### src/bdgs_pkg.sv
/*
 Constants for the board decode and gain store block: address fields,
 register offsets, reset values and gain-code layout.
 Assumes a byte-wide host I/O bus with ten address lines.
*/
`default_nettype none
package bdgs_pkg;
    localparam int unsigned ADDR_W       = 10;
    localparam int unsigned BASE_LSB     = 5;
    localparam int unsigned BASE_W       = 5;
    localparam int unsigned SEL_W        = 5;
    localparam int unsigned DATA_W       = 8;
    localparam int unsigned IRQ_W        = 8;
    localparam int unsigned CODE_W       = 2;
    localparam int unsigned CODES_PER_B  = 4;
    localparam int unsigned GAIN_ENTRIES = 8;
    localparam int unsigned CHAN_W       = 4;
    localparam logic [4:0] OFS_GAIN_LOW  = 5'h04;
    localparam logic [4:0] OFS_GAIN_HIGH = 5'h05;
    localparam logic [4:0] OFS_IRQ_CTRL  = 5'h1A;
    localparam logic [4:0] OFS_JMP_STAT  = 5'h1B;
    localparam logic [7:0] GAIN_RST      = 8'h00;
    localparam logic       IRQ_EN_RST    = 1'h0;
    localparam int unsigned IRQ_EN_BIT   = 0;
endpackage
`default_nettype wire

### src/bdgs_sync.sv
/*
 Two-flop synchroniser, one per bit, for jumper and pin levels.
 Assumes core_clk domain; first stage read only by the second.
*/
`timescale 1ns/1ns
`default_nettype none
module bdgs_sync #(
    parameter int unsigned W = 1
) (
    input  wire logic         core_clk,
    input  wire logic         rst_b,
    input  wire logic         clk_en,
    input  wire logic [W-1:0] async_in,
    output var  logic [W-1:0] sync_out
);
    logic [W-1:0] stage1_ff;
    logic [W-1:0] nxt_stage1;
    logic [W-1:0] nxt_sync;

    always_comb
    begin
        nxt_stage1 = stage1_ff;
        nxt_sync   = sync_out;
        if (!rst_b)
        begin
            nxt_stage1 = '0;
            nxt_sync   = '0;
        end
        else if (clk_en)
        begin
            nxt_stage1 = async_in;
            nxt_sync   = stage1_ff;
        end
    end

    always_ff @(posedge core_clk)
    begin
        stage1_ff <= nxt_stage1;
        sync_out  <= nxt_sync;
    end
endmodule
`default_nettype wire

### src/bdgs_top.sv
/*
 Board address decode, FIFO half-full interrupt routing, per-channel gain
 code store and analog jumper sensing.
 Assumes host strobes, address and jumpers are asynchronous to core_clk and
 are held for several core_clk periods per I/O cycle.
*/
// Function
// - Compare A9..A5 with five base jumpers; claim only on full match.
// - Occupy thirty-two byte addresses aligned at the jumper base.
// - Low lines A4..A0 choose the register inside the block.
// - Open jumper reads one, fitted jumper reads zero.
// - Raise interrupt at FIFO half full when software enabled.
// - Drive only the jumper-chosen IRQ line; none chosen, none driven.
// - Offset 04 holds gain codes of channels zero to three.
// - Offset 05 holds gain codes of channels four to seven.
// - Channels eight to fifteen reuse gain of channel minus eight.
// - Every gain code resets to zero, unity gain.
// - Gain code has four values within the jumper-selected row.
// - Sense tattletale jumper of span and mux-mode pairs.
// - Mux jumper selects sixteen single-ended or eight differential.
`timescale 1ns/1ns
`default_nettype none
module bdgs_top (
    input  wire logic        core_clk,
    input  wire logic        rst_b,
    input  wire logic        clk_en,
    input  wire logic [9:0]  host_addr,
    input  wire logic        host_ior_b,
    input  wire logic        host_iow_b,
    input  wire logic        host_aen,
    input  wire logic [7:0]  host_data_in,
    output var  logic [7:0]  host_data_out,
    output var  logic        host_data_oe,
    output var  logic        board_select,
    input  wire logic [4:0]  base_jumper_open,
    input  wire logic [7:0]  irq_jumper,
    input  wire logic        fifo_half_full,
    output var  logic [7:0]  irq_out,
    output var  logic [7:0]  irq_oe,
    input  wire logic        wide_span_select,
    input  wire logic        narrow_span_select,
    input  wire logic        bipolar_select,
    input  wire logic        single_ended_sixteen,
    input  wire logic        differential_eight,
    input  wire logic [3:0]  conv_channel,
    output var  logic [1:0]  conv_gain_code,
    output var  logic        conv_channel_valid,
    output var  logic        span_is_wide,
    output var  logic        span_is_bipolar,
    output var  logic        mux_differential,
    output var  logic        jumper_fault
);
    // Synchronised pins
    logic [9:0] addr_s;
    logic       rd_s;
    logic       wr_s;
    logic       cyc_s;
    logic [7:0] din_s;
    logic [4:0] base_s;
    logic [7:0] irqj_s;
    logic       half_s;
    logic [4:0] jmp_s;

    bdgs_sync #(.W(34)) u_sync_bus (
        .core_clk (core_clk),
        .rst_b    (rst_b),
        .clk_en   (clk_en),
        // Strobes and AEN inverted so a cleared chain reads as an idle bus
        .async_in ({host_addr, ~host_ior_b, ~host_iow_b, ~host_aen, host_data_in,
                    base_jumper_open, irq_jumper}),
        .sync_out ({addr_s, rd_s, wr_s, cyc_s, din_s, base_s, irqj_s})
    );

    // Jumper levels and FIFO flag
    bdgs_sync #(.W(6)) u_sync_misc (
        .core_clk (core_clk),
        .rst_b    (rst_b),
        .clk_en   (clk_en),
        .async_in ({fifo_half_full, wide_span_select, narrow_span_select,
                    bipolar_select, single_ended_sixteen, differential_eight}),
        .sync_out ({half_s, jmp_s})
    );

    // Decode
    logic       hit;
    logic [4:0] sel;
    logic       wr_edge;
    logic       rd_act;

    // Open jumper gives one, fitted gives zero: compare bit equals jumper level
    assign hit = cyc_s
        && (addr_s[bdgs_pkg::BASE_LSB +: bdgs_pkg::BASE_W] == base_s);
    assign sel = addr_s[bdgs_pkg::SEL_W-1:0];

    // Register state
    logic [7:0] gain_lo_ff;
    logic [7:0] gain_hi_ff;
    logic       irq_en_ff;
    logic       wr_d_ff;
    logic [7:0] nxt_gain_lo;
    logic [7:0] nxt_gain_hi;
    logic       nxt_irq_en;
    logic       nxt_wr_d;

    // Write taken once, at the trailing edge of the write strobe
    assign wr_edge = hit && !wr_s && wr_d_ff;
    assign rd_act  = hit && rd_s;

    always_comb
    begin
        nxt_gain_lo = gain_lo_ff;
        nxt_gain_hi = gain_hi_ff;
        nxt_irq_en  = irq_en_ff;
        nxt_wr_d    = wr_s;
        // Unmapped and read-only offsets change nothing
        if (wr_edge)
        begin
            case (sel)
                bdgs_pkg::OFS_GAIN_LOW:  nxt_gain_lo = din_s;
                bdgs_pkg::OFS_GAIN_HIGH: nxt_gain_hi = din_s;
                bdgs_pkg::OFS_IRQ_CTRL:  nxt_irq_en  = din_s[bdgs_pkg::IRQ_EN_BIT];
                default:                 nxt_gain_lo = gain_lo_ff;
            endcase
        end
        if (!rst_b)
        begin
            nxt_gain_lo = bdgs_pkg::GAIN_RST;
            nxt_gain_hi = bdgs_pkg::GAIN_RST;
            nxt_irq_en  = bdgs_pkg::IRQ_EN_RST;
            nxt_wr_d    = 1'h0;
        end
    end

    always_ff @(posedge core_clk)
    begin
        if (clk_en || !rst_b)
        begin
            gain_lo_ff <= nxt_gain_lo;
            gain_hi_ff <= nxt_gain_hi;
            irq_en_ff  <= nxt_irq_en;
            wr_d_ff    <= nxt_wr_d;
        end
    end

    // Gain lookup
    logic [15:0] gain_all;
    logic [1:0]  gain_tab [bdgs_pkg::GAIN_ENTRIES];
    logic [2:0]  entry;
    assign gain_all = {gain_hi_ff, gain_lo_ff};

    // Eight two-bit codes, channel k at bits 2k+1 down to 2k
    genvar gi;
    generate
        for (gi = 0; gi < bdgs_pkg::GAIN_ENTRIES; gi++)
        begin : g_gain
            assign gain_tab[gi] = gain_all[2*gi +: bdgs_pkg::CODE_W];
        end
    endgenerate

    // In differential mode only channels 0..7 exist
    assign entry = conv_channel[2:0];

    // Host read path
    logic [7:0] dout_ff;
    logic       doe_ff;
    logic       sel_ff;
    logic [7:0] nxt_dout;
    logic       nxt_doe;
    logic       nxt_sel;

    always_comb
    begin
        nxt_sel = hit;
        nxt_doe = rd_act;
        case (sel)
            bdgs_pkg::OFS_GAIN_LOW:  nxt_dout = gain_lo_ff;
            bdgs_pkg::OFS_GAIN_HIGH: nxt_dout = gain_hi_ff;
            bdgs_pkg::OFS_IRQ_CTRL:  nxt_dout = {7'h00, irq_en_ff};
            bdgs_pkg::OFS_JMP_STAT:  nxt_dout = {2'h0, half_s, jmp_s};
            default:                 nxt_dout = 8'h00;
        endcase
        if (!rst_b)
        begin
            nxt_sel  = 1'h0;
            nxt_doe  = 1'h0;
            nxt_dout = 8'h00;
        end
    end

    always_ff @(posedge core_clk)
    begin
        if (clk_en || !rst_b)
        begin
            dout_ff <= nxt_dout;
            doe_ff  <= nxt_doe;
            sel_ff  <= nxt_sel;
        end
    end

    // Interrupt routing, one request line per jumper position
    logic [7:0] irq_ff;
    logic [7:0] irq_oe_ff;
    logic [7:0] nxt_irq;
    logic [7:0] nxt_irq_oe;
    logic [7:0] line_alone;
    logic       req;

    // A line is routed only while it is the single fitted jumper
    genvar li;
    generate
        for (li = 0; li < bdgs_pkg::IRQ_W; li++)
        begin : g_irq_line
            assign line_alone[li] = (irqj_s == (8'h01 << li));
        end
    endgenerate

    always_comb
    begin
        req        = irq_en_ff && half_s;
        nxt_irq_oe = line_alone;
        nxt_irq    = req ? line_alone : 8'h00;
        if (!rst_b)
        begin
            nxt_irq    = 8'h00;
            nxt_irq_oe = 8'h00;
        end
    end

    always_ff @(posedge core_clk)
    begin
        if (clk_en || !rst_b)
        begin
            irq_ff    <= nxt_irq;
            irq_oe_ff <= nxt_irq_oe;
        end
    end

    // Conversion gain and analog jumper state
    logic [1:0] gcode_ff;
    logic       cvalid_ff;
    logic       wide_ff;
    logic       bip_ff;
    logic       diff_ff;
    logic       fault_ff;
    logic [1:0] nxt_gcode;
    logic       nxt_cvalid;
    logic       nxt_wide;
    logic       nxt_bip;
    logic       nxt_diff;
    logic       nxt_fault;
    logic       diff_sel;

    // Differential only with its jumper set and the single-ended one clear
    assign diff_sel = jmp_s[0] && !jmp_s[1];

    always_comb
    begin
        nxt_wide   = jmp_s[4];
        nxt_bip    = jmp_s[2];
        nxt_diff   = diff_sel;
        nxt_fault  = (jmp_s[4] == jmp_s[3]) || (jmp_s[1] == jmp_s[0]);
        nxt_gcode  = gain_tab[entry];
        nxt_cvalid = !(diff_sel && conv_channel[3]);
        if (!rst_b)
        begin
            nxt_wide   = 1'h0;
            nxt_bip    = 1'h0;
            nxt_diff   = 1'h0;
            nxt_fault  = 1'h0;
            nxt_gcode  = 2'h0;
            nxt_cvalid = 1'h0;
        end
    end

    always_ff @(posedge core_clk)
    begin
        if (clk_en || !rst_b)
        begin
            gcode_ff  <= nxt_gcode;
            cvalid_ff <= nxt_cvalid;
            wide_ff   <= nxt_wide;
            bip_ff    <= nxt_bip;
            diff_ff   <= nxt_diff;
            fault_ff  <= nxt_fault;
        end
    end

    assign host_data_out      = dout_ff;
    assign host_data_oe       = doe_ff;
    assign board_select       = sel_ff;
    assign irq_out            = irq_ff;
    assign irq_oe             = irq_oe_ff;
    assign conv_gain_code     = gcode_ff;
    assign conv_channel_valid = cvalid_ff;
    assign span_is_wide       = wide_ff;
    assign span_is_bipolar    = bip_ff;
    assign mux_differential   = diff_ff;
    assign jumper_fault       = fault_ff;
endmodule
`default_nettype wire

### config.mk
export PLATFORM = sky130hd
export DESIGN_NAME = bdgs_top
export DESIGN_NICKNAME = d
export VERILOG_FILES = /design/src/bdgs_pkg.sv /design/src/bdgs_sync.sv /design/src/bdgs_top.sv
export SDC_FILE = /design/constraint.sdc
export NUM_CORES = 1
export LEC_CHECK = 0
export BUFFER_PORTS_ARGS = -buffer_cell sky130_fd_sc_hd__buf_4
export CELL_PAD_IN_SITES_DETAIL_PLACEMENT = 0
export CELL_PAD_IN_SITES_GLOBAL_PLACEMENT = 1
export CORE_MARGIN = 5
export CORE_UTILIZATION = 31
export DETAILED_ROUTE_END_ITERATION = 8
export PLACE_DENSITY_LB_ADDON = 0.1
export SLEW_MARGIN = 5
export SYNTH_ARGS = -nofsm -noshare
export SYNTH_HDL_FRONTEND = slang
export SYNTH_SLANG_ARGS = --single-unit
### constraint.sdc
create_clock -name core_clk -period 2.4 [get_ports core_clk]
set_input_delay 0.24 -clock core_clk [delete_from_list [all_inputs] [get_ports core_clk]]
set_output_delay 0.24 -clock core_clk [all_outputs]
set_load 0.05 [all_outputs]
; ---- Word-level counts from Yosys, hierarchy flattened
; Cells that the tools add are included.
[classes]
add_sub_neg = 0
mul = 0
div_mod_pow = 0
order_cmp = 1
eq_ne = 19
n_shift = 0
n_mux = 10
n_bitwise = 4
n_reduce_logical = 17
[ops]
columns = cell, count
row1 = 8-bit two-way mux, 4
row2 = 8-bit one-hot mux with 4 select lines, 1
row3 = 5-bit by 3-bit == test with 1-bit output (second input constant), 2
row4 = 5-bit == test (second input constant), 2
row5 = 3-bit AND reduction, 3
row6 = 8-bit by 1-bit == test with 1-bit output (second input constant), 1
row7 = 8-bit by 2-bit == test with 1-bit output (second input constant), 1
row8 = 8-bit by 3-bit == test with 1-bit output (second input constant), 1
row9 = 8-bit by 4-bit == test with 1-bit output (second input constant), 1
row10 = 8-bit by 5-bit == test with 1-bit output (second input constant), 1
row11 = 8-bit by 6-bit == test with 1-bit output (second input constant), 1
row12 = 8-bit by 7-bit == test with 1-bit output (second input constant), 1
row13 = 8-bit == test (second input constant), 1
row14 = 2-bit by 1-bit != test with 1-bit output (second input constant), 4
row15 = 1-bit logical AND, 7
row16 = 2-bit binary-select mux with 3-bit select, 1
row17 = 5-bit == test, 1
row18 = 4-bit >= comparator (second input constant), 1
row19 = 1-bit logical NOT, 4
row20 = 2-bit two-way mux, 2
row21 = 3-bit inverter with 4-bit output, 1
row22 = 1-bit inverter, 3
row23 = 1-bit == test, 2
row24 = 1-bit logical OR, 2
row25 = other kinds (2), 3
[word_totals]
register_bits = 131
latch_bits = 0
mem_bits_rw = 0
mem_bits_ro = 0
in_bits = 47
out_inout_bits = 33
elab_cells = 70
memories = 0

; ---- Longest topological paths before layout
; Gate-level depths: netlist of the first run.
[depth]
depth_word = 6
mapped_depth = 5
depth_no_buf = 3

; ---- Modules after synthesis
; A second synthesis of the first run with hierarchy kept.
[hier_totals]
hier_cells = 427
hier_area_um2 = 5397.7
[by_module_without_submodules]
columns = module, n_inst, cells_per_inst, area_each_um2, seq_area_each_um2
row1 = bdgs_sync (u_sync_bus), 1, 219, 2587.5, 1361.3
row2 = bdgs_top, 1, 170, 2359.8, 1531.5
row3 = bdgs_sync (u_sync_misc), 1, 38, 450.4, 240.2

; ---- Worst setup path after synthesis of the first run
; Ideal clock, no wire load.
[synth_path]
path_kind = reg2reg
from = reg u_sync_bus.sync_out[25]
to = reg gain_hi_ff[0] (enable)
setup_ps = 384
t_arrival_ps = 1653
t_required_ps = 2016
slack_ps = 363
stages_incl_launch_ff = 5
path_buffers = 1
period_less_slack_ps = 2037
cell_sequence = dfxtp_1 nor4b_4 buf_4 nand4_1 o21ai_0
[synth_via]
elab_chain_cells = 3
[synth_rtl]
columns = item, line
row1 = from (decl), bdgs_sync.sv:14  ; output var logic [W-1:0] sync_out
row2 = from (signal assigned), bdgs_sync.sv:39  ; sync_out <= nxt_sync;
row3 = 5-bit by 3-bit == test with 1-bit output, bdgs_top.sv:118  ; case (sel)
row4 = 2-bit by 1-bit != test with 1-bit output (no line), n/a
row5 = 3-bit AND reduction (no line), n/a
row6 = to (signal assigned), bdgs_top.sv:139  ; gain_hi_ff <= nxt_gain_hi;
row7 = to (decl), bdgs_top.sv:97  ; logic [7:0] gain_hi_ff;
; Every way passes these cells.
; A chain may end at the register's enable or synchronous reset.

; ---- Final worst setup path of the first run
[layout_path]
from = reg u_sync_bus.sync_out[24]
to = reg gain_hi_ff[1] (enable)
; Same word-level chain as after synthesis.

==> impl_metrics.prom, run 1 <==
# TYPE chip_impl_metric gauge
chip_impl_metric{name="critPathMaxFanout",unit=""} 17
chip_impl_metric{name="number_of_antenna_violations_at_the_first_check_in_global_routing",unit=""} 0
chip_impl_metric{name="timing.hold.worst_path_depth",unit=""} 3
chip_impl_metric{name="ys_ff_latch",unit=""} 131
chip_impl_info{name="setup.worst_path.start_class",value="flop"} 1
chip_impl_metric{name="cts_resized",unit=""} 0
chip_impl_metric{name="number_of_h_tree_levels",unit=""} 4
chip_impl_metric{name="initial_utilization",unit=""} 0.316
chip_impl_metric{name="die_y",unit="um"} 140
chip_impl_info{name="cp_cell_sequence",value="and4b_1, nand4_1, o21ai_0, buf_4"} 1
chip_impl_info{name="postSynth.topFlopCell",value="dfxtp_1"} 1
chip_impl_metric{name="hold_viol_final",unit=""} 0
chip_impl_info{name="rsz0062_at_grt",value="false"} 1
chip_impl_metric{name="cts.path.max_buffers",unit=""} 2
chip_impl_metric{name="fin_crit",unit="ns"} 1.70
chip_impl_info{name="commonest_non_fill_non_tap_cell_in_the_layout",value="buf_4"} 1
chip_impl_metric{name="gp_routability_congestion",unit=""} 0.796
chip_impl_metric{name="maxClockFrequency",unit="MHz"} 587
chip_impl_metric{name="wl",unit="um"} 10500
chip_impl_metric{name="grt-ovfl-total",unit=""} 0
chip_impl_info{name="synthTopCellsByArea",value="dfxtp_1 (30%), edfxtp_1 (29%), mux2i_1 (15%), nor2b_1 (9.4%), mux4_2 (1.7%)"} 1
chip_impl_metric{name="worst_slack",unit="ns"} 0.695
chip_impl_info{name="path_class",value="flop to flop"} 1
chip_impl_metric{name="fillers",unit=""} 1564
chip_impl_info{name="crit_path_end_kind",value="flop"} 1
chip_impl_metric{name="min_period_over_period",unit=""} 0.710
chip_impl_metric{name="clk_latency",unit="ns"} 0.41
chip_impl_metric{name="clk_pin_slew",unit="ns"} 0.06
chip_impl_info{name="worst_r2r_startpoint",value="u_sync_bus.sync_out[24]"} 1
chip_impl_metric{name="setup-violations-final",unit=""} 0
chip_impl_info{name="status",value="completed"} 1
chip_impl_info{name="timing.rr.end",value="gain_hi_ff[1]"} 1
chip_impl_metric{name="final_core_util",unit=""} 0.405
chip_impl_metric{name="die-area",unit="mm2"} 0.0197
chip_impl_info{name="synth.largest_area_cell",value="dfxtp_1"} 1
chip_impl_info{name="hp-start",value="host_data_in[0]"} 1
chip_impl_info{name="slowest_stage",value="dfxtp_1"} 1
chip_impl_metric{name="grt_util_all_layers",unit=""} 0.109
chip_impl_metric{name="post_drt_via_cell_ratio",unit=""} 4.36
chip_impl_metric{name="cts_setup_buffers",unit=""} 0
chip_impl_metric{name="io_pins",unit=""} 80
chip_impl_metric{name="grt_pass1_wl",unit="um"} 16800
chip_impl_info{name="critical_path.top_delay_family",value="flip-flops"} 1
chip_impl_metric{name="route.antenna.remaining_nets",unit=""} 0
chip_impl_metric{name="area.growth.synth_to_final",unit="%"} 27.9
chip_impl_metric{name="via_count_of_the_first_global_routing_pass",unit=""} 3175
chip_impl_metric{name="pwr_density_cell",unit="mW/mm2"} 842
chip_impl_metric{name="synth.distinct_cells",unit=""} 33
chip_impl_metric{name="vias",unit=""} 3198
chip_impl_metric{name="critPathArrivalTime",unit="ns"} 1.82
chip_impl_metric{name="slowest_delay",unit="ns"} 0.68
chip_impl_metric{name="syn-instance-count",unit=""} 421
chip_impl_metric{name="detail_route.drc_violations",unit=""} 0
chip_impl_info{name="cts_root_buf",value="clkbuf_16"} 1
chip_impl_metric{name="async_reset_ff_frac",unit=""} 0
chip_impl_metric{name="tritoncts_buffer_count",unit=""} 17
chip_impl_metric{name="synth.yosys.seq_area_share",unit=""} 0.595
chip_impl_metric{name="setup_tns",unit="ns"} 0
chip_impl_metric{name="worstPathRequired",unit="ns"} 2.52
chip_impl_info{name="cts_tree",value="yes"} 1
chip_impl_metric{name="row_count",unit=""} 47
chip_impl_metric{name="num_antenna_cells",unit=""} 0
chip_impl_metric{name="detailed_place_hpwl",unit="um"} 7340
chip_impl_metric{name="die-width",unit="um"} 140
chip_impl_metric{name="portBuffers",unit=""} 79
chip_impl_metric{name="hold_buffers",unit=""} 0
chip_impl_info{name="mostFrequentLayoutCells",value="buf_4 (84), dfxtp_1 (80), nor2b_1 (79), mux2i_1 (79), edfxtp_1 (51)"} 1
chip_impl_metric{name="r2r_cells",unit=""} 4
chip_impl_metric{name="maxCapViolCount",unit=""} 0
chip_impl_metric{name="vdd_ir_drop_max",unit="mV"} 0.497
chip_impl_metric{name="first_pass_iters",unit=""} 4
chip_impl_metric{name="layout-drive-gt1-share",unit=""} 0.234
chip_impl_metric{name="timing.hold.ws",unit="ns"} 0.0841
chip_impl_metric{name="post_synth_instance_area",unit="mm2"} 0.00527
chip_impl_metric{name="p_leak",unit="nW"} 2.73
chip_impl_info{name="worstHoldEndpoint",value="u_sync_bus.stage1_ff[13]"} 1
chip_impl_metric{name="reg2reg_setup_slack",unit="ns"} 0.70
chip_impl_metric{name="cts_sinks",unit=""} 131
chip_impl_metric{name="final-max-slew-violation-count",unit=""} 0
chip_impl_metric{name="slew_headroom",unit=""} 0.615
chip_impl_metric{name="clock-skew-final",unit="ns"} 0.00542
chip_impl_metric{name="max_slew.worst_pin.slew",unit="ns"} 0.577
chip_impl_metric{name="post_synth.cell_area_avg",unit="um2"} 12.5
chip_impl_metric{name="synthesis.nets",unit=""} 469
chip_impl_metric{name="yosys_warnings",unit=""} 0
chip_impl_metric{name="post_synth_edffs",unit=""} 51
chip_impl_metric{name="worstPathBufferInverterCount",unit=""} 1
chip_impl_metric{name="place_ws",unit="ns"} 0.704
chip_impl_metric{name="wl_per_cell",unit="um"} 14.3
chip_impl_info{name="timing.hold.worst.class",value="input port to flop"} 1
chip_impl_metric{name="first_iter_violations",unit=""} 134
chip_impl_metric{name="core-area",unit="mm2"} 0.0166
chip_impl_metric{name="grt_max_degree",unit=""} 69
chip_impl_metric{name="yosysTopAreaCellShare",unit=""} 0.304
chip_impl_metric{name="layout.nets",unit=""} 548
[worst min-delay path, cell delays in order]
cell,delay [ns]
buf_4,0.07
mux2i_1,0.05
nor2b_1,0.09
[worst max path at each step]
stage               slack, ns  cells past startpoint               startpoint            end
floorplan                0.36                      4  u_sync_bus.sync_out[25]  gain_hi_ff[0]
global placement         0.73                      4  u_sync_bus.sync_out[24]  gain_hi_ff[2]
detailed placement       0.70                      4  u_sync_bus.sync_out[24]  gain_hi_ff[2]
CTS                      0.69                      4  u_sync_bus.sync_out[24]  gain_hi_ff[3]
global route             0.55                      4  u_sync_bus.sync_out[24]  gain_hi_ff[5]
finish                   0.70                      4  u_sync_bus.sync_out[24]  gain_hi_ff[1]
[synth_stat cells, drive strengths merged, types with 2 or more instances]
library cell,n
edfxtp,51
o21ai,4
and2,14
nor2b,79
mux4,4
a22o,2
dfxtp,80
buf,11
a211oi,6
nand3b,8
mux2i,79
a21oi,5
xnor2,6
o211a,3
nor2,23
inv,2
nand4,6
a22oi,6
nand2,4
clkbuf,15
and4b,2
nand3,3
[routing by layer]
metal	routed length, um	track usage
met1	5360	0.152
met3	532	0.0385
met4	192	0.0439
met5	0	0
met2	4400	0.152
[logic make-up (layout without fill, tap and decap cells)]
kind of cell,Yosys count,count (layout),synth area share
AND/OR/NAND/NOR,143,143,0.163
XOR/XNOR,6,6,0.00998
AO/OA/AOI/OAI,29,29,0.0392
flip-flops,131,131,0.595
buffers and inverters,28,120,0.0228
multiplexers,83,83,0.167
adder cells (fa/ha/maj),1,1,0.00238
[state kept, by name, summed over array words and instances, names as in the netlist, 2 cells and up]
register / count
u_sync_bus.stage1_ff: 34
u_sync_bus.sync_out: 34
gain_hi_ff: 8
gain_lo_ff: 8
host_data_out: 8
irq_oe: 8
irq_out: 8
u_sync_misc.stage1_ff: 6
u_sync_misc.sync_out: 6
conv_gain_code: 2
[area by class of cell]
type	instances	area [um2]	area share
Sequential cell	131	3130	0.465
Multi-Input combinational cell	262	2010	0.299
Timing Repair Buffer	86	671	0.0996
Clock buffer	26	553	0.0821
Tap cell	220	275	0.0409
Clock inverter	6	83.8	0.0124
Inverter	2	7.51	0.00111
[per-stage QoR]
step | instances | area, um2 | total power, mW
4_1_cts | 733 | 6740 | 5.75
2_1_floorplan | 421 | 5270 | 2.85
6_report | 733 | 6740 | 5.67
5_1_grt | 733 | 6740 | 5.89
3_3_place_gp | 701 | 6100 | 3.02
3_5_place_dp | 701 | 6100 | 3.03
[power by group]
group | total, mW | switching [mW] | leakage (nW) | internal (mW)
sequential | 2.48 | 0.0623 | 1.21 | 2.42
combinational | 0.488 | 0.271 | 1.21 | 0.217
clock | 2.70 | 0.902 | 0.312 | 1.80
total | 5.67 | 1.24 | 2.73 | 4.43
Note: power is estimated with default switching activity, not from simulation.
==> inputs of run 2 (changes only) <==
- clock period: 2.4 -> 1.35 ns (I/O delays scaled with it)
==> run 2 against run 1 <==
Against the previous run:
- the run now ends with negative setup slack left
- sequential share of layout area down 4.5 points
- register-to-register slack got worse by 0.84 ns
- sequential power up 77%
- first-iteration DRC count grew 16%
- die area unchanged
- critical endpoint is now gain_lo_ff[5]
==> impl_metrics.prom, run 2 (synthesis results as in run 1) <==
# TYPE chip_impl_metric gauge
chip_impl_info{name="status",value="complete, but fails checks"} 1
chip_impl_metric{name="core-area",unit="mm2"} 0.0166
chip_impl_metric{name="max_slew.worst_pin.slew",unit="ns"} 0.312
chip_impl_info{name="crit_path_end_kind",value="flop"} 1
chip_impl_metric{name="number_of_h_tree_levels",unit=""} 4
chip_impl_metric{name="maxCapViolCount",unit=""} 0
chip_impl_metric{name="wl",unit="um"} 11100
chip_impl_metric{name="detailed_place_hpwl",unit="um"} 7630
chip_impl_metric{name="grt_max_degree",unit=""} 32
chip_impl_info{name="highest-signal-layer",value="met4"} 1
chip_impl_metric{name="p_leak",unit="nW"} 3.07
chip_impl_metric{name="gp_routability_congestion",unit=""} 0.711
chip_impl_info{name="cts_root_buf",value="clkbuf_16"} 1
chip_impl_info{name="path_class",value="flop to flop"} 1
chip_impl_metric{name="timing.hold.worst_path_depth",unit=""} 3
chip_impl_metric{name="post_drt_via_cell_ratio",unit=""} 4.34
chip_impl_metric{name="via_count_of_the_first_global_routing_pass",unit=""} 3487
chip_impl_metric{name="portBuffers",unit=""} 79
chip_impl_metric{name="io_pins",unit=""} 80
chip_impl_metric{name="grt_util_all_layers",unit=""} 0.118
chip_impl_metric{name="clk_latency",unit="ns"} 0.41
chip_impl_metric{name="clk_pin_slew",unit="ns"} 0.05
chip_impl_metric{name="area.growth.synth_to_final",unit="%"} 42.1
chip_impl_metric{name="slew_headroom",unit=""} 0.792
chip_impl_metric{name="first_pass_iters",unit=""} 4
chip_impl_metric{name="die-width",unit="um"} 140
chip_impl_info{name="reg.largest.list",value="u_sync_bus.stage1_ff: 34 flops, u_sync_bus.sync_out: 34 flops"} 1
chip_impl_metric{name="placed_cell_area",unit="mm2"} 0.00636
chip_impl_info{name="worstHoldEndpoint",value="u_sync_misc.stage1_ff[5]"} 1
chip_impl_metric{name="worstPathRequired",unit="ns"} 1.43
chip_impl_metric{name="wl_per_cell",unit="um"} 13.8
chip_impl_metric{name="grt-ovfl-total",unit=""} 0
chip_impl_metric{name="totalPowerFinal",unit="mW"} 9.79
chip_impl_metric{name="final-max-slew-violation-count",unit=""} 0
chip_impl_metric{name="die_y",unit="um"} 140
chip_impl_metric{name="tritoncts_buffer_count",unit=""} 17
chip_impl_metric{name="layout.nets",unit=""} 620
chip_impl_metric{name="r2r_cells",unit=""} 3
chip_impl_metric{name="clock-skew-final",unit="ns"} 0.00750
chip_impl_metric{name="route.antenna.remaining_nets",unit=""} 0
chip_impl_metric{name="wl_met2",unit="um"} 4690
chip_impl_info{name="timing.hold.worst.class",value="input port to flop"} 1
chip_impl_metric{name="worst_slack",unit="ns"} -0.140
chip_impl_metric{name="maxClockFrequency",unit="MHz"} 671
chip_impl_info{name="mostFrequentLayoutCells",value="buf_4 (110), nor2b_1 (79), mux2i_1 (79)"} 1
chip_impl_info{name="commonest_non_fill_non_tap_cell_in_the_layout",value="buf_4"} 1
chip_impl_metric{name="number_of_antenna_violations_at_the_first_check_in_global_routing",unit=""} 0
chip_impl_metric{name="num_antenna_cells",unit=""} 0
chip_impl_metric{name="critPathArrivalTime",unit="ns"} 1.57
chip_impl_metric{name="initial_utilization",unit=""} 0.316
chip_impl_metric{name="stdcell_area",unit="mm2"} 0.00748
chip_impl_metric{name="grt_pass1_wl",unit="um"} 18400
chip_impl_metric{name="fin_crit",unit="ns"} 1.49
chip_impl_info{name="hp-start",value="fifo_half_full"} 1
chip_impl_metric{name="cts_sinks",unit=""} 131
chip_impl_metric{name="min_period_over_period",unit=""} 1.10
chip_impl_metric{name="layout-drive-gt1-share",unit=""} 0.308
chip_impl_metric{name="numPlacedInstances",unit=""} 727
chip_impl_metric{name="cts.path.max_buffers",unit=""} 2
chip_impl_info{name="worst_r2r_startpoint",value="u_sync_bus.sync_out[27]"} 1
chip_impl_metric{name="vias",unit=""} 3493
chip_impl_metric{name="die-area",unit="mm2"} 0.0197
chip_impl_metric{name="place_ws",unit="ns"} -0.167
chip_impl_metric{name="setup-violations-final",unit=""} 23
chip_impl_info{name="failed_checks",value="negative setup slack"} 1
chip_impl_info{name="rsz0062_at_grt",value="true"} 1
chip_impl_metric{name="critPathMaxFanout",unit=""} 8
chip_impl_metric{name="first_iter_violations",unit=""} 155
chip_impl_metric{name="vdd_ir_drop_max",unit="mV"} 0.908
chip_impl_info{name="timing.rr.end",value="gain_lo_ff[5]"} 1
chip_impl_info{name="setup.worst_path.start_class",value="flop"} 1
chip_impl_metric{name="timing.hold.ws",unit="ns"} 0.0122
chip_impl_metric{name="met3RoutedLength",unit="um"} 557
chip_impl_metric{name="hold_viol_final",unit=""} 0
chip_impl_info{name="cts_tree",value="yes"} 1
chip_impl_metric{name="row_count",unit=""} 47
chip_impl_metric{name="detail_route.drc_violations",unit=""} 0
chip_impl_metric{name="pwr_density_cell",unit="mW/mm2"} 1310
chip_impl_metric{name="layout.cells.non_filler",unit=""} 805
chip_impl_metric{name="route.layer.met1.wl",unit="um"} 5710
chip_impl_metric{name="reg2reg_setup_slack",unit="ns"} -0.14
[run 2: where the power goes]
group	switching [mW]	internal (mW)	total (mW)
Sequential	0.102	4.30	4.40
Clock	1.62	2.68	4.30
Combinational	0.549	0.543	1.09
[run 2: area by class of cell]
class / instances / area (um2)
fillers: 1543 / 9160
well taps: 220 / 275
multi-input cells: 262 / 2140
flip-flops and latches: 131 / 3140
clock buffers: 20 / 437
clock inverters: 12 / 115
repair buffers: 158 / 1370
inverters: 2 / 7.51
[run 2: worst max-delay path by stage]
stage / start / end / slack [ns] / cells past startpoint
after floorplan: u_sync_bus.sync_out[25] / gain_hi_ff[0] / -0.28 / 4
after global placement: u_sync_bus.sync_out[10] / gain_hi_ff[3] / -0.12 / 4
after detailed placement: u_sync_bus.sync_out[25] / host_data_out[5] / -0.17 / 4
after CTS: u_sync_bus.sync_out[25] / gain_lo_ff[4] / -0.12 / 3
after global routing: u_sync_bus.sync_out[27] / gain_hi_ff[5] / -0.19 / 3
final: u_sync_bus.sync_out[27] / gain_lo_ff[5] / -0.14 / 3
[run 2: timing repair]
item | 4_1_cts | 5_1_grt
hold buffers | 38 | 0
gates resized for setup | 24 | 11
buffers inserted | 4 | 4
setup endpoints to repair | 23 | 27
endpoints found under the hold margin | 38 | 0
pin swaps | 11 | 10
cloned | 1 | 0
[run 2: per-layer routing]
layer,track usage,vias up
li1,-,1786
met5,0,-
met4,0.0474,0
met3,0.0378,16
met1,0.169,1620
met2,0.162,71
[run 2: per-stage QoR]
step | utilization | TNS (ns)
after global routing | 0.449 | -3.97
final | 0.449 | -2.30
after global placement | 0.382 | -2.36
after floorplan | - | -4.43
after detailed placement | 0.382 | -3.13
after CTS | 0.446 | -2.54
[run 2: worst max-delay path: stages, from the launching register on]
cell and delay [ns]:
dfxtp_2 0.33, nor4b_4 0.32, nand4_1 0.19, o21ai_4 0.33
==> inputs of run 3 (changes only) <==
- CORE_ASPECT_RATIO: default -> 1.75
- REMOVE_ABC_BUFFERS: default -> 1
==> run 3 against run 2 <==
Against the previous run:
- the flow still finishes with violations (negative setup slack)
- wire length is 3.1% higher
- register-to-register slack barely moved
- worst hold slack lost 0.0039 ns
==> impl_metrics.prom, run 3 (synthesis results as in run 1) <==
# TYPE chip_impl_metric gauge
chip_impl_metric{name="hold_viol_final",unit=""} 0
chip_impl_info{name="rsz0062_at_grt",value="true"} 1
chip_impl_metric{name="worstPathRequired",unit="ns"} 1.46
chip_impl_metric{name="p_leak",unit="nW"} 3.06
chip_impl_metric{name="grt_max_degree",unit=""} 31
chip_impl_metric{name="slew_headroom",unit=""} 0.776
chip_impl_metric{name="cts.path.max_buffers",unit=""} 2
chip_impl_metric{name="power.share.clock",unit=""} 0.429
chip_impl_metric{name="critPathArrivalTime",unit="ns"} 1.59
chip_impl_metric{name="numPlacedInstances",unit=""} 735
chip_impl_metric{name="detailed_place_hpwl",unit="um"} 8460
chip_impl_metric{name="wl",unit="um"} 11500
chip_impl_metric{name="clk_latency",unit="ns"} 0.41
chip_impl_metric{name="seq_power_share",unit=""} 0.459
chip_impl_info{name="cts_tree",value="yes"} 1
chip_impl_info{name="setup.worst_path.start_class",value="flop"} 1
chip_impl_metric{name="maxCapViolCount",unit=""} 0
chip_impl_info{name="path_class",value="flop to flop"} 1
chip_impl_metric{name="max_slew.worst_pin.slew",unit="ns"} 0.335
chip_impl_metric{name="route.antenna.remaining_nets",unit=""} 0
chip_impl_metric{name="tritoncts_buffer_count",unit=""} 17
chip_impl_metric{name="layout.nets",unit=""} 622
chip_impl_metric{name="totalPowerFinal",unit="mW"} 9.59
chip_impl_metric{name="slowest_delay",unit="ns"} 0.33
chip_impl_info{name="failed_checks",value="negative setup slack"} 1
chip_impl_info{name="crit_path_end_kind",value="flop"} 1
chip_impl_info{name="reg.largest.list",value="u_sync_bus.stage1_ff: 34 flops, u_sync_bus.sync_out: 34 flops"} 1
chip_impl_metric{name="grt_pass1_wl",unit="um"} 18300
chip_impl_metric{name="gp_routability_congestion",unit=""} 0.764
chip_impl_info{name="timing.hold.worst.class",value="input port to flop"} 1
chip_impl_metric{name="layout-drive-gt1-share",unit=""} 0.293
chip_impl_info{name="cp_cell_sequence",value="nor4b_4, buf_4, nand4_1, o21ai_1, buf_4"} 1
chip_impl_metric{name="pwr_density_cell",unit="mW/mm2"} 1300
chip_impl_metric{name="clk_pin_slew",unit="ns"} 0.06
chip_impl_metric{name="vias",unit=""} 3552
chip_impl_info{name="mostFrequentLayoutCells",value="buf_4 (114), nor2b_1 (79), mux2i_1 (79)"} 1
chip_impl_metric{name="vdd_ir_drop_max",unit="mV"} 0.798
chip_impl_metric{name="number_of_antenna_violations_at_the_first_check_in_global_routing",unit=""} 0
chip_impl_metric{name="grt-ovfl-total",unit=""} 0
chip_impl_metric{name="die-area",unit="mm2"} 0.0198
chip_impl_metric{name="min_period_over_period",unit=""} 1.10
chip_impl_metric{name="critPathMaxFanout",unit=""} 8
chip_impl_metric{name="fin_crit",unit="ns"} 1.48
chip_impl_metric{name="die_y",unit="um"} 182
chip_impl_metric{name="final_core_util",unit=""} 0.439
chip_impl_metric{name="grt_util_all_layers",unit=""} 0.121
chip_impl_info{name="commonest_non_fill_non_tap_cell_in_the_layout",value="buf_4"} 1
chip_impl_metric{name="area.growth.synth_to_final",unit="%"} 40.7
chip_impl_metric{name="num_antenna_cells",unit=""} 0
chip_impl_metric{name="number_of_h_tree_levels",unit=""} 4
chip_impl_metric{name="row_count",unit=""} 63
chip_impl_metric{name="core-area",unit="mm2"} 0.0169
chip_impl_metric{name="via_count_of_the_first_global_routing_pass",unit=""} 3663
chip_impl_metric{name="clock-skew-final",unit="ns"} 0.00768
chip_impl_metric{name="io_pins",unit=""} 80
chip_impl_metric{name="first_iter_violations",unit=""} 65
chip_impl_metric{name="layout.cells.non_filler",unit=""} 814
chip_impl_metric{name="fillers",unit=""} 1680
chip_impl_metric{name="die-width",unit="um"} 109
chip_impl_metric{name="final-max-slew-violation-count",unit=""} 0
chip_impl_metric{name="worst_slack",unit="ns"} -0.131
chip_impl_metric{name="first_pass_iters",unit=""} 6
chip_impl_metric{name="wl_per_cell",unit="um"} 14.1
chip_impl_metric{name="maxClockFrequency",unit="MHz"} 675
chip_impl_info{name="critical_path.most_common_cell",value="buf_4"} 1
chip_impl_metric{name="power.share.switching",unit=""} 0.237
chip_impl_metric{name="power.share.combinational",unit=""} 0.112
chip_impl_metric{name="initial_utilization",unit=""} 0.312
chip_impl_info{name="cts_root_buf",value="clkbuf_16"} 1
chip_impl_metric{name="power_switching",unit="mW"} 2.28
chip_impl_info{name="slowest_stage",value="dfxtp_2"} 1
chip_impl_metric{name="post_drt_via_cell_ratio",unit=""} 4.36
chip_impl_metric{name="cts_sinks",unit=""} 131
chip_impl_info{name="status",value="complete, but fails checks"} 1
chip_impl_metric{name="detail_route.drc_violations",unit=""} 0
chip_impl_metric{name="setup-violations-final",unit=""} 24
chip_impl_metric{name="portBuffers",unit=""} 79
chip_impl_metric{name="timing.hold.ws",unit="ns"} 0.00833
chip_impl_metric{name="p_int",unit="mW"} 7.31
[run 3: repair_timing]
| action | in CTS | in global routing |
|---|---|---|
| resized for setup | 11 | 16 |
| gates cloned | 0 | 1 |
| endpoints found under the setup margin | 26 | 27 |
| pin swaps | 10 | 10 |
| hold buffers | 39 | 0 |
| setup buffers | 5 | 4 |
| endpoints found under the hold margin | 39 | 0 |
[run 3: power groups by stage]
stage / registers, mW / logic (mW) / clock network (mW)
after global routing: 4.43 / 1.16 / 4.41
after floorplan: 4.65 / 0.327 / 0
after detailed placement: 4.49 / 0.965 / 0
final: 4.40 / 1.07 / 4.12
after CTS: 4.41 / 1.08 / 4.23
after global placement: 4.49 / 0.954 / 0
[run 3: layer usage]
layer,GRT usage,part of all wire,vias to the layer above
met2,0.230,0.57,76
li1,-,-,1787
met3,0.0234,0.035,16
met5,0,0,-
met4,0.0531,0.023,0
met1,0.124,0.37,1673
[run 3: final cells by class]
cell class / count / area (um2) / share of cell area
clock buffer: 22 / 475 / 0.0642
timing repair buffer: 160 / 1360 / 0.184
clock inverter: 10 / 56.3 / 0.00760
inverter: 2 / 7.51 / 0.00101
tap: 227 / 284 / 0.0384
multi-input combinational: 262 / 2080 / 0.281
sequential: 131 / 3140 / 0.424
[run 3: worst max-delay path: cells and delay by family (launching register included)]
family                 cells  cell delay, ns
AND/OR/NAND/NOR            2            0.36
buffers and inverters      2            0.35
flip-flops                 1            0.33
AO/OA/AOI/OAI              1            0.15
[run 3: worst paths after layout]
path,start,end,slack [ns],cells after the start
hold reg to reg,u_sync_bus.stage1_ff[21],u_sync_bus.stage1_ff[21],0.49,1
setup / recovery,u_sync_bus.sync_out[27],gain_hi_ff[3],-0.13,5
hold / removal,irq_jumper[6],u_sync_bus.stage1_ff[6],0.008,3
setup reg to reg,u_sync_bus.sync_out[27],gain_hi_ff[3],-0.13,5
[run 3: metrics by stage]
stage               setup slack (ns)  instance area, um2  TNS [ns]
finish                        -0.131                7410     -2.64
detailed placement            -0.192                6330     -3.98
global placement              -0.186                6330     -3.65
floorplan                     -0.729                5150    -14.03
CTS                           -0.134                7320     -2.62
global route                  -0.192                7410     -3.94
